`src/pkg/scma_pkg.sv`:
```
package scma_pkg;

  // ------------------------------------------------------------
  // Timing
  // ------------------------------------------------------------
  localparam int CLK_HZ = 200_000_000;
  localparam int CM_WIN_MS = 10;
  localparam int RESP_US = 100;
  localparam int EE_WR_MS = 12;
  localparam int CM_WIN_CYC = CM_WIN_MS * (CLK_HZ / 1000);
  localparam int RESP_CYC = RESP_US * (CLK_HZ / 1_000_000);
  localparam int EE_WR_CYC = EE_WR_MS * (CLK_HZ / 1000);
  localparam int TMR_W = 24;

  // ------------------------------------------------------------
  // Link tokens
  // ------------------------------------------------------------
  localparam logic [1:0] TOK_START = 2'h1;
  localparam logic [1:0] TOK_DATA = 2'h2;
  localparam logic [1:0] TOK_STOP = 2'h3;
  localparam int RW_BIT = 0;

  // ------------------------------------------------------------
  // Addresses and commands
  // ------------------------------------------------------------
  localparam logic [6:0] DEV_ADDR_DFLT = 7'h28;
  localparam logic [7:0] WR_FRAME_BYTE = 8'h50;
  localparam logic [7:0] RD_FRAME_BYTE = 8'h51;
  localparam logic [7:0] CMD_ENTER = 8'hA0;
  localparam logic [7:0] CMD_LEAVE = 8'h80;
  localparam logic [7:0] CMD_REV = 8'hB0;
  localparam logic [7:0] CMD_ADDR_RD = 8'h1C;
  localparam logic [7:0] CMD_ADDR_WR = 8'h5C;
  localparam logic [1:0] CMD_CLS_RD = 2'h0;
  localparam logic [1:0] CMD_CLS_WR = 2'h1;
  localparam int EE_IDX_W = 6;
  localparam int EE_DEPTH = 64;
  localparam logic [5:0] EE_ADDR_WORD = 6'h1C;
  localparam logic [15:0] EE_RST_VAL = 16'h0000;
  localparam logic [15:0] EE_ADDR_RST = 16'h0028;

  // ------------------------------------------------------------
  // Response byte fields
  // ------------------------------------------------------------
  localparam logic [1:0] STAT_CMD = 2'h2;
  localparam logic [1:0] STAT_NORM = 2'h0;
  localparam logic [3:0] DIAG_OK = 4'h0;
  localparam logic [1:0] RESP_BUSY = 2'h0;
  localparam logic [1:0] RESP_ACK = 2'h1;
  localparam logic [1:0] RESP_NACK = 2'h2;
  localparam logic [7:0] ACK_BYTE = 8'h81;

endpackage

```
`src/pkg/scma_link_if.sv`:
```
`timescale 1ns/1ps
interface scma_link_if;
  logic tok_vld;
  logic [1:0] tok_kind;
  logic [7:0] tok_data;
  logic rd_req;
  logic [7:0] rd_data;
  logic rd_vld;
  logic addr_ack;

  modport dev (
    input tok_vld,
    input tok_kind,
    input tok_data,
    input rd_req,
    output rd_data,
    output rd_vld,
    output addr_ack
  );

  modport host (
    output tok_vld,
    output tok_kind,
    output tok_data,
    output rd_req,
    input rd_data,
    input rd_vld,
    input addr_ack
  );
endinterface

```
`src/hdl/scma_dev.sv`:
```
// Overview of operation
// - EEPROM write stores two bytes, 12 ms
// - Leave command ends command mode, normal operation
// - Enter accepted only in power-on window, 10 ms
// - Revision query executes in 100 us
// - Host sends enter within 10 ms
// - Write frame 0x50, read frame 0x51
// - Enter success fetches response 0x81
// - Host reads address word with 0x1C
// - Factory answer is 0x81 0x00 0x28
// - Command 0x5C stores new address
// - Verify read returns newly written address
// - Failed read restarts from power-on
// - Any failure removes device power
// - Write payload in data, reads send zeros
// - Address sits in low byte bits 6:0
// - Command 0x80 ends mode, zero data
`timescale 1ns/1ps
module scma_dev #(
  parameter int CM_WIN_CYC = scma_pkg::CM_WIN_CYC,
  parameter int RESP_CYC = scma_pkg::RESP_CYC,
  parameter int EE_WR_CYC = scma_pkg::EE_WR_CYC,
  parameter logic [15:0] REV_CODE = 16'h0001 // Arbitrary value
) (
  // Clock and reset
  input wire logic core_clk,
  input wire logic sys_rst,
  // Link
  scma_link_if.dev link,
  // User side status
  output logic cmd_mode,
  output logic norm_mode,
  output logic [6:0] active_addr
);
  typedef enum logic [3:0] {
    ST_PRE = 4'b0001,
    ST_CMD = 4'b0010,
    ST_BUSY = 4'b0100,
    ST_NORM = 4'b1000
  } scma_dst_t;

  scma_dst_t state_r;
  logic started_r;
  logic sel_wr_r;
  logic sel_rd_r;
  logic [1:0] idx_r;
  logic [7:0] cmd_r;
  logic [7:0] hi_r;
  logic [7:0] lo_r;
  logic [15:0] rsp_r;
  logic [1:0] resp_code_r;
  logic [6:0] act_addr_r;
  logic [7:0] rd_data_r;
  logic rd_vld_r;
  logic [15:0] ee_mem_r [scma_pkg::EE_DEPTH];
  logic win_open;
  logic rsp_load;
  logic [scma_pkg::TMR_W-1:0] rsp_val;
  logic rsp_done;
  logic exec;
  logic [1:0] cmd_cls;
  logic [5:0] ee_idx;
  logic [7:0] stat_byte;
  logic addr_hit;

  // ------------------------------------------------------------
  // Power-on command window
  // ------------------------------------------------------------
  always_ff @(posedge core_clk)
    started_r <= !sys_rst;
  scma_timer #(.W(scma_pkg::TMR_W)) u_win (
    .core_clk(core_clk),
    .sys_rst(sys_rst),
    .load(!started_r),
    .load_val(scma_pkg::TMR_W'(CM_WIN_CYC)),
    .running(win_open),
    .done()
  );
  scma_timer #(.W(scma_pkg::TMR_W)) u_rsp (
    .core_clk(core_clk),
    .sys_rst(sys_rst),
    .load(rsp_load),
    .load_val(rsp_val),
    .running(),
    .done(rsp_done)
  );

  // ------------------------------------------------------------
  // Frame parsing
  // ------------------------------------------------------------
  assign addr_hit = (link.tok_data[7:1] == act_addr_r);
  assign exec = link.tok_vld && (link.tok_kind == scma_pkg::TOK_STOP) && sel_wr_r && (idx_r == 2'h3);
  assign cmd_cls = cmd_r[7:6];
  assign ee_idx = cmd_r[5:0];

  always_ff @(posedge core_clk)
  begin
    if (sys_rst)
    begin
      sel_wr_r <= 1'b0;
      sel_rd_r <= 1'b0;
      idx_r <= 2'h0;
    end
    else if (link.tok_vld && link.tok_kind == scma_pkg::TOK_START)
    begin
      sel_wr_r <= addr_hit && !link.tok_data[scma_pkg::RW_BIT];
      sel_rd_r <= addr_hit && link.tok_data[scma_pkg::RW_BIT];
      idx_r <= 2'h0;
    end
    else if (link.tok_vld && link.tok_kind == scma_pkg::TOK_STOP)
    begin
      sel_wr_r <= 1'b0;
      sel_rd_r <= 1'b0;
    end
    else if ((link.tok_vld && link.tok_kind == scma_pkg::TOK_DATA && sel_wr_r) || (link.rd_req && sel_rd_r))
    begin
      if (idx_r != 2'h3)
        idx_r <= idx_r + 2'h1;
    end
  end

  always_ff @(posedge core_clk)
  begin
    if (sys_rst)
    begin
      cmd_r <= 8'h00;
      hi_r <= 8'h00;
      lo_r <= 8'h00;
    end
    else if (link.tok_vld && link.tok_kind == scma_pkg::TOK_DATA && sel_wr_r)
    begin
      if (idx_r == 2'h0)
        cmd_r <= link.tok_data;
      else if (idx_r == 2'h1)
        hi_r <= link.tok_data;
      else if (idx_r == 2'h2)
        lo_r <= link.tok_data;
    end
  end

  // ------------------------------------------------------------
  // Command execution
  // ------------------------------------------------------------
  always_comb
  begin
    rsp_load = 1'b0;
    rsp_val = scma_pkg::TMR_W'(RESP_CYC);
    if (exec && state_r == ST_PRE && cmd_r == scma_pkg::CMD_ENTER && win_open)
      rsp_load = 1'b1;
    else if (exec && state_r == ST_CMD && cmd_r != scma_pkg::CMD_LEAVE)
    begin
      rsp_load = (cmd_r == scma_pkg::CMD_ENTER) || (cmd_r == scma_pkg::CMD_REV) ||
                 (cmd_cls == scma_pkg::CMD_CLS_RD) || (cmd_cls == scma_pkg::CMD_CLS_WR);
      if (cmd_cls == scma_pkg::CMD_CLS_WR)
        rsp_val = scma_pkg::TMR_W'(EE_WR_CYC);
    end
  end

  always_ff @(posedge core_clk)
  begin
    if (sys_rst)
      state_r <= ST_PRE;
    else
    begin
      case (state_r)
        ST_PRE:
        begin
          if (rsp_load)
            state_r <= ST_BUSY;
          else if (!win_open && started_r)
            state_r <= ST_NORM;
        end
        ST_CMD:
        begin
          if (exec && cmd_r == scma_pkg::CMD_LEAVE)
            state_r <= ST_NORM;
          else if (rsp_load)
            state_r <= ST_BUSY;
        end
        ST_BUSY:
        begin
          if (rsp_done)
            state_r <= ST_CMD;
        end
        default:
          state_r <= ST_NORM;
      endcase
    end
  end

  always_ff @(posedge core_clk)
  begin
    if (sys_rst)
    begin
      rsp_r <= 16'h0000;
      resp_code_r <= scma_pkg::RESP_ACK;
    end
    else if (exec && state_r == ST_CMD)
    begin
      resp_code_r <= rsp_load ? scma_pkg::RESP_ACK : scma_pkg::RESP_NACK;
      if (cmd_r == scma_pkg::CMD_REV)
        rsp_r <= REV_CODE;
      else if (cmd_cls == scma_pkg::CMD_CLS_RD)
        rsp_r <= ee_mem_r[ee_idx];
      else if (cmd_cls == scma_pkg::CMD_CLS_WR)
        rsp_r <= {hi_r, lo_r};
    end
  end

  // ------------------------------------------------------------
  // EEPROM words and active address
  // ------------------------------------------------------------
  generate
    for (genvar i = 0; i < scma_pkg::EE_DEPTH; i++)
    begin : g_ee
      always_ff @(posedge core_clk)
      begin
        if (sys_rst)
          ee_mem_r[i] <= (6'(i) == scma_pkg::EE_ADDR_WORD) ? scma_pkg::EE_ADDR_RST : scma_pkg::EE_RST_VAL;
        else if (exec && state_r == ST_CMD && cmd_cls == scma_pkg::CMD_CLS_WR && ee_idx == 6'(i))
          ee_mem_r[i] <= {hi_r, lo_r};
      end
    end
  endgenerate
  // Old address stays valid while in command mode
  always_ff @(posedge core_clk)
  begin
    if (sys_rst)
      act_addr_r <= scma_pkg::DEV_ADDR_DFLT;
    else if (exec && state_r == ST_CMD && cmd_r == scma_pkg::CMD_LEAVE)
      act_addr_r <= ee_mem_r[scma_pkg::EE_ADDR_WORD][6:0];
  end

  // ------------------------------------------------------------
  // Data fetch
  // ------------------------------------------------------------
  assign stat_byte = (state_r == ST_BUSY) ? {scma_pkg::STAT_CMD, scma_pkg::DIAG_OK, scma_pkg::RESP_BUSY} :
                     (state_r == ST_CMD) ? {scma_pkg::STAT_CMD, scma_pkg::DIAG_OK, resp_code_r} :
                     {scma_pkg::STAT_NORM, scma_pkg::DIAG_OK, scma_pkg::RESP_BUSY};
  always_ff @(posedge core_clk)
  begin
    if (sys_rst)
    begin
      rd_data_r <= 8'h00;
      rd_vld_r <= 1'b0;
    end
    else
    begin
      rd_vld_r <= link.rd_req && sel_rd_r;
      if (link.rd_req && sel_rd_r)
      begin
        if (idx_r == 2'h0)
          rd_data_r <= stat_byte;
        else if (idx_r == 2'h1 && state_r == ST_CMD)
          rd_data_r <= rsp_r[15:8];
        else if (idx_r == 2'h2 && state_r == ST_CMD)
          rd_data_r <= rsp_r[7:0];
        else
          rd_data_r <= 8'h00;
      end
    end
  end

  assign link.rd_data = rd_data_r;
  assign link.rd_vld = rd_vld_r;
  assign link.addr_ack = sel_wr_r || sel_rd_r;
  assign cmd_mode = (state_r == ST_CMD) || (state_r == ST_BUSY);
  assign norm_mode = (state_r == ST_NORM);
  assign active_addr = act_addr_r;
endmodule

```
`src/hdl/scma_timer.sv`:
```
`timescale 1ns/1ps
module scma_timer #(
  parameter int W = 24
) (
  // Clock and reset
  input wire logic core_clk,
  input wire logic sys_rst,
  // Control
  input wire logic load,
  input wire logic [W-1:0] load_val,
  // Status
  output logic running,
  output logic done
);
  logic [W-1:0] count_r;

  always_ff @(posedge core_clk)
  begin
    if (sys_rst)
      count_r <= '0;
    else if (load)
      count_r <= load_val;
    else if (count_r != '0)
      count_r <= count_r - W'(1);
  end

  assign running = (count_r != '0);
  assign done = (count_r == W'(1));
endmodule

```
`src/flat_wrapper.sv`:
```
// flat-port wrapper written by rule: the top's interface ports become plain ports
module scma_dev_flat 
#(
  parameter int CM_WIN_CYC = scma_pkg::CM_WIN_CYC,
  parameter int RESP_CYC = scma_pkg::RESP_CYC,
  parameter int EE_WR_CYC = scma_pkg::EE_WR_CYC,
  parameter logic [15:0] REV_CODE = 16'h0001                   
)
  (core_clk, sys_rst, cmd_mode, norm_mode, active_addr, link_tok_vld, link_tok_kind, link_tok_data, link_rd_req, link_rd_data, link_rd_vld, link_addr_ack);
  scma_link_if link_i ();
  input wire logic core_clk;
  input wire logic sys_rst;
  output logic cmd_mode;
  output logic norm_mode;
  output logic [6:0] active_addr;
  input wire logic [$bits(link_i.tok_vld)-1:0] link_tok_vld;
  input wire logic [$bits(link_i.tok_kind)-1:0] link_tok_kind;
  input wire logic [$bits(link_i.tok_data)-1:0] link_tok_data;
  input wire logic [$bits(link_i.rd_req)-1:0] link_rd_req;
  output wire logic [$bits(link_i.rd_data)-1:0] link_rd_data;
  output wire logic [$bits(link_i.rd_vld)-1:0] link_rd_vld;
  output wire logic [$bits(link_i.addr_ack)-1:0] link_addr_ack;
  assign link_i.tok_vld = link_tok_vld;
  assign link_i.tok_kind = link_tok_kind;
  assign link_i.tok_data = link_tok_data;
  assign link_i.rd_req = link_rd_req;
  assign link_rd_data = link_i.rd_data;
  assign link_rd_vld = link_i.rd_vld;
  assign link_addr_ack = link_i.addr_ack;
  scma_dev #(.CM_WIN_CYC(CM_WIN_CYC), .RESP_CYC(RESP_CYC), .EE_WR_CYC(EE_WR_CYC), .REV_CODE(REV_CODE)) u_core (.core_clk(core_clk), .sys_rst(sys_rst), .link(link_i), .cmd_mode(cmd_mode), .norm_mode(norm_mode), .active_addr(active_addr));
endmodule
```
`config.mk`:
```
export PLATFORM = sky130hd
export DESIGN_NAME = scma_dev_flat
export DESIGN_NICKNAME = d
export VERILOG_FILES = /design/src/pkg/scma_pkg.sv /design/src/pkg/scma_link_if.sv /design/src/hdl/scma_dev.sv /design/src/hdl/scma_timer.sv /design/src/flat_wrapper.sv
export SDC_FILE = /design/constraint.sdc
export NUM_CORES = 2
export LEC_CHECK = 0
export ABC_AREA = 0
export BUFFER_PORTS_ARGS = -buffer_cell sky130_fd_sc_hd__buf_2
export CORE_ASPECT_RATIO = 2
export CORE_MARGIN = 2
export CORE_UTILIZATION = 60
export DETAILED_ROUTE_END_ITERATION = 12
export PLACE_DENSITY = 0.73
export SETUP_SLACK_MARGIN = 0.2
export SYNTH_ARGS = -nofsm -noshare
export SYNTH_HDL_FRONTEND = slang
export SYNTH_SLANG_ARGS = --single-unit
```
`constraint.sdc`:
```
create_clock -name core_clk -period 5.5 [get_ports core_clk]
set_input_delay 1.375 -clock core_clk [delete_from_list [all_inputs] [get_ports core_clk]]
set_output_delay 1.375 -clock core_clk [all_outputs]
set_load 0.02 [all_outputs]
```
==> results.tsv <==
stage	metric	value	unit
yosys	synth_edf_count	1024	
power_and_ir_drop	seq_power_share	0.558	
power_and_ir_drop	power.share.clock	0.384	
routing	drcViolationCount	0	
timing	final_max_slew_viol_count	0	
final_layout	layout.nets	3769	
global_route	grt_max_degree	81	
critical_path	crit_cells	7	
yosys	synth.avg_cell_area	13.8	µm²
critical_path	required	6.09	ns
power_and_ir_drop	p_comb_frac	0.057	
yosys	async_flop_share	0	
clock_network	cts_tree	yes	
routing	wl_per_cell	30.4	µm
global_route	first_global_vias	31923	
power_and_ir_drop	switching_power	4.05	mW
clock_network	ctsRootBufferMaster	clkbuf_16	
timing	layout_min_cycle_time	3.89	ns
min_path	holdCritPathClass	reg2reg	
critical_path	r2r_cells	7	
power_and_ir_drop	fin_total_pwr	18.1	mW
critical_path	crit_chain	or4b_1 -> nor4_4 -> buf_4 -> and2_2 -> nand3b_4 -> nor2_1 -> and2_1	
power_and_ir_drop	power.density	317	nW/µm²
floorplanning	fp.dieArea	90800	µm²
routing	dr.pass1.iters	7	
critical_path	r2r_start	u_core.state_r[3]	
final_layout	syn_to_final_growth	7.81	%
critical_path	rrSetupSlack	1.61	ns
floorplanning	pin_count	33	
yosys	ys_types	64	
floorplanning	rows	154	
clock_network	clk_path_buf_depth	3	
timing	skew	0.0298	ns
critical_path	crit_type	reg2reg	
yosys	synthesis.area	53000	µm²
yosys	ys_ff_latch	1145	
timing	rsz0062_at_grt	false	
power_and_ir_drop	ir_worst_vdd	322	µV
routing	wl	152	mm
critical_path	critPathTopFamily	simple AND/OR/NAND/NOR gates	
floorplanning	start_util	0.603	
min_path	whs_path_depth	2	
routing	vias	31911	
clock_network	postCtsHoldBufs	0	
place	dp_hpwl	102	mm
critical_path	rr_endpoint	u_core.ee_mem_r[16][7]	
routing	drt_iter0_markers	3786	
yosys	synth_ff_type	edfxtp_1	
floorplanning	fp.dieH	424	µm
clock_network	cts_made_buffers	96	
critical_path	max_stage_delay	0.93	ns
clock_network	clk_pin_slew	0.07	ns
yosys	synth_nets	3874	
power_and_ir_drop	intPower	14.1	mW
global_route	groute.usage.overall	0.337	
critical_path	crit_buf_inv	1	
timing	max_slew_margin	0.147	
yosys	seq_area_frac_synth	0.626	
critical_path	crit_slowest_cell	nor2_1	
timing	setup_viol	0	
yosys	synth_cells	3850	
critical_path	cp-start-kind	register	
min_path	min-delay-start	u_core.resp_code_r[1]	
power_and_ir_drop	p_sw_frac	0.224	
timing	hold_violations	0	
critical_path	crit_end	u_core.ee_mem_r[16][7]	
clock_network	post_cts_resized	0	
timing	fin_tns_setup	0	ns
critical_path	startpoint	u_core.state_r[3]	
critical_path	crit_path_end_kind	register	
place	place_congestion	1.01	
final_layout	layout-drive-gt1-share	0.152	
routing	viasPerCell	6.39	
timing	fmax	257	MHz
timing	fin_crit_sh	0.707	
power_and_ir_drop	p_leak	18.8	nW
yosys	ys.warnings.count	0	
place	io_buffers	32	
clock_network	htreeDepth	3	
global_route	grt_overflow	0	
global_route	grt_pass1_wl	217	mm
critical_path	arrival	4.47	ns
outcome	status	finished, final reports clean	
floorplanning	core_area	87900	µm²
clock_network	cts.sinks	1145	
clock_network	worst_skew_pair.late_latency	0.72	ns
run	maxCapViolations	0	
routing	final_antenna_net_count	0	
floorplanning	die_w	214	µm
clock_network	post_cts_buffers	0	
critical_path	worstPathMaxFanout	28	
global_route	antenna_found_initial	7	
timing	tightest_slew	1.28	ns
power groups by stage:
stage	sequential, mW	clock [mW]	combinational, mW
floorplan	10.2	0	0.722
global placement	10.3	0	1.00
detailed placement	10.3	0	1.02
CTS	10.1	6.98	1.03
global route	10.1	7.29	1.12
finish	10.1	6.96	1.04
cell usage after synthesis, types with 13 or more instances:
cell type	instances	area (µm²)
and2_1	1028	6430
edfxtp_1	1024	30700
clkbuf_1	220	826
mux4_2	199	4480
nand2_1	172	646
nor2_1	141	529
mux2i_1	135	1350
dfxtp_1	121	2420
o21ai_0	76	380
a22oi_1	72	541
a21oi_1	65	325
nand3_1	58	290
buf_2	53	265
nor2_4	42	473
nor3_1	39	195
a211oi_1	27	203
o22ai_1	23	144
buf_1	22	82.6
nor2b_1	22	138
xor2_1	22	193
xnor2_1	21	184
a2111oi_0	18	158
a31oi_1	16	100
nand2b_1	16	100
and3_1	15	93.8
buf_6	15	169
nand4_1	15	93.8
a21o_1	13	97.6
or3_1	13	81.3
cell families (layout without fill, tap and decap cells):
logic type                 after synthesis  count (layout)  synth area share
AOI/OAI and AO/OA                      342             342            0.0418
xor gates and xnor gates                43              43           0.00711
adders and majority gates               10              10           0.00236
buffers and inverters                  336             310            0.0281
DFF                                   1145            1145             0.626
muxes                                  343             343             0.112
other                                    0               2                 0
and+or+nand+nor                       1631            1631             0.182
per-layer routing:
layer	GRT usage	vias up	part of all wire
li1	-	13738	-
met1	0.377	16064	0.33
met2	0.579	1613	0.50
met3	0.0548	488	0.075
met4	0.261	8	0.093
met5	0	-	0.00034
layout make-up:
type,instances,area (µm²)
Sequential cell,1145,33200
Timing Repair Buffer,120,873
Inverter,13,48.8
Clock inverter,47,397
Fill cell,6457,30800
Clock buffer,130,2730
Multi-Input combinational cell,2369,18400
Tap cell,1170,1460
Antenna cell,2,5.00
cells in the final DEF, fill, tap and decap left out, drive strengths merged, types with 14 or more instances in the layout:
cell	n
nand3	59
mux2i	135
nor2	193
and2	1029
inv	16
a22oi	72
edfxtp	1024
a2111oi	18
nor2b	22
a31oi	16
nand2	173
nand4	15
dfxtp	121
a211oi	27
xor2	22
clkinv	30
nand2b	16
and3	15
mux4	199
o21ai	76
clkbuf	130
xnor2	21
a21oi	65
or3	14
o22ai	23
buf	120
nor3	40
state kept, by name (all words and copies together) (netlist names), 2 cells and up, named ones only:
signal and cells:
u_core.cmd_r 8, u_core.u_rsp.count_r 24, u_core.link.rd_data 8, u_core.idx_r 2
u_core.rsp_r 16, u_core.hi_r 8, u_core.resp_code_r 2, u_core.state_r 4
u_core.active_addr 7, u_core.ee_mem_r 1024, u_core.lo_r 8, u_core.u_win.count_r 24
tightest hold or removal path: stages (launching register included):
cell	delay, ns
dfxtp_1	0.32
nand2_1	0.05
a21oi_1	0.06
stage by stage:
step	util	cell area [µm²]	hold slack, ns	instances	worst slack, ns
CTS	0.650	57100	0.467	4994	1.66
detailed placement	0.614	54000	0.458	4817	1.03
finish	0.650	57100	0.469	4996	1.61
global placement	0.614	54000	0.443	4817	1.05
global route	0.650	57100	0.508	4994	1.45
floorplan	-	53000	0.437	3850	1.12
how the worst min path moves through the flow:
stage and to:
2_1_floorplan u_core.resp_code_r[1], 3_3_place_gp u_core.resp_code_r[1], 3_5_place_dp u_core.resp_code_r[1], 4_1_cts u_core.resp_code_r[1], 5_1_grt u_core.resp_code_r[1], 6_report u_core.resp_code_r[1]
Note: power is estimated with default switching activity, not from simulation.
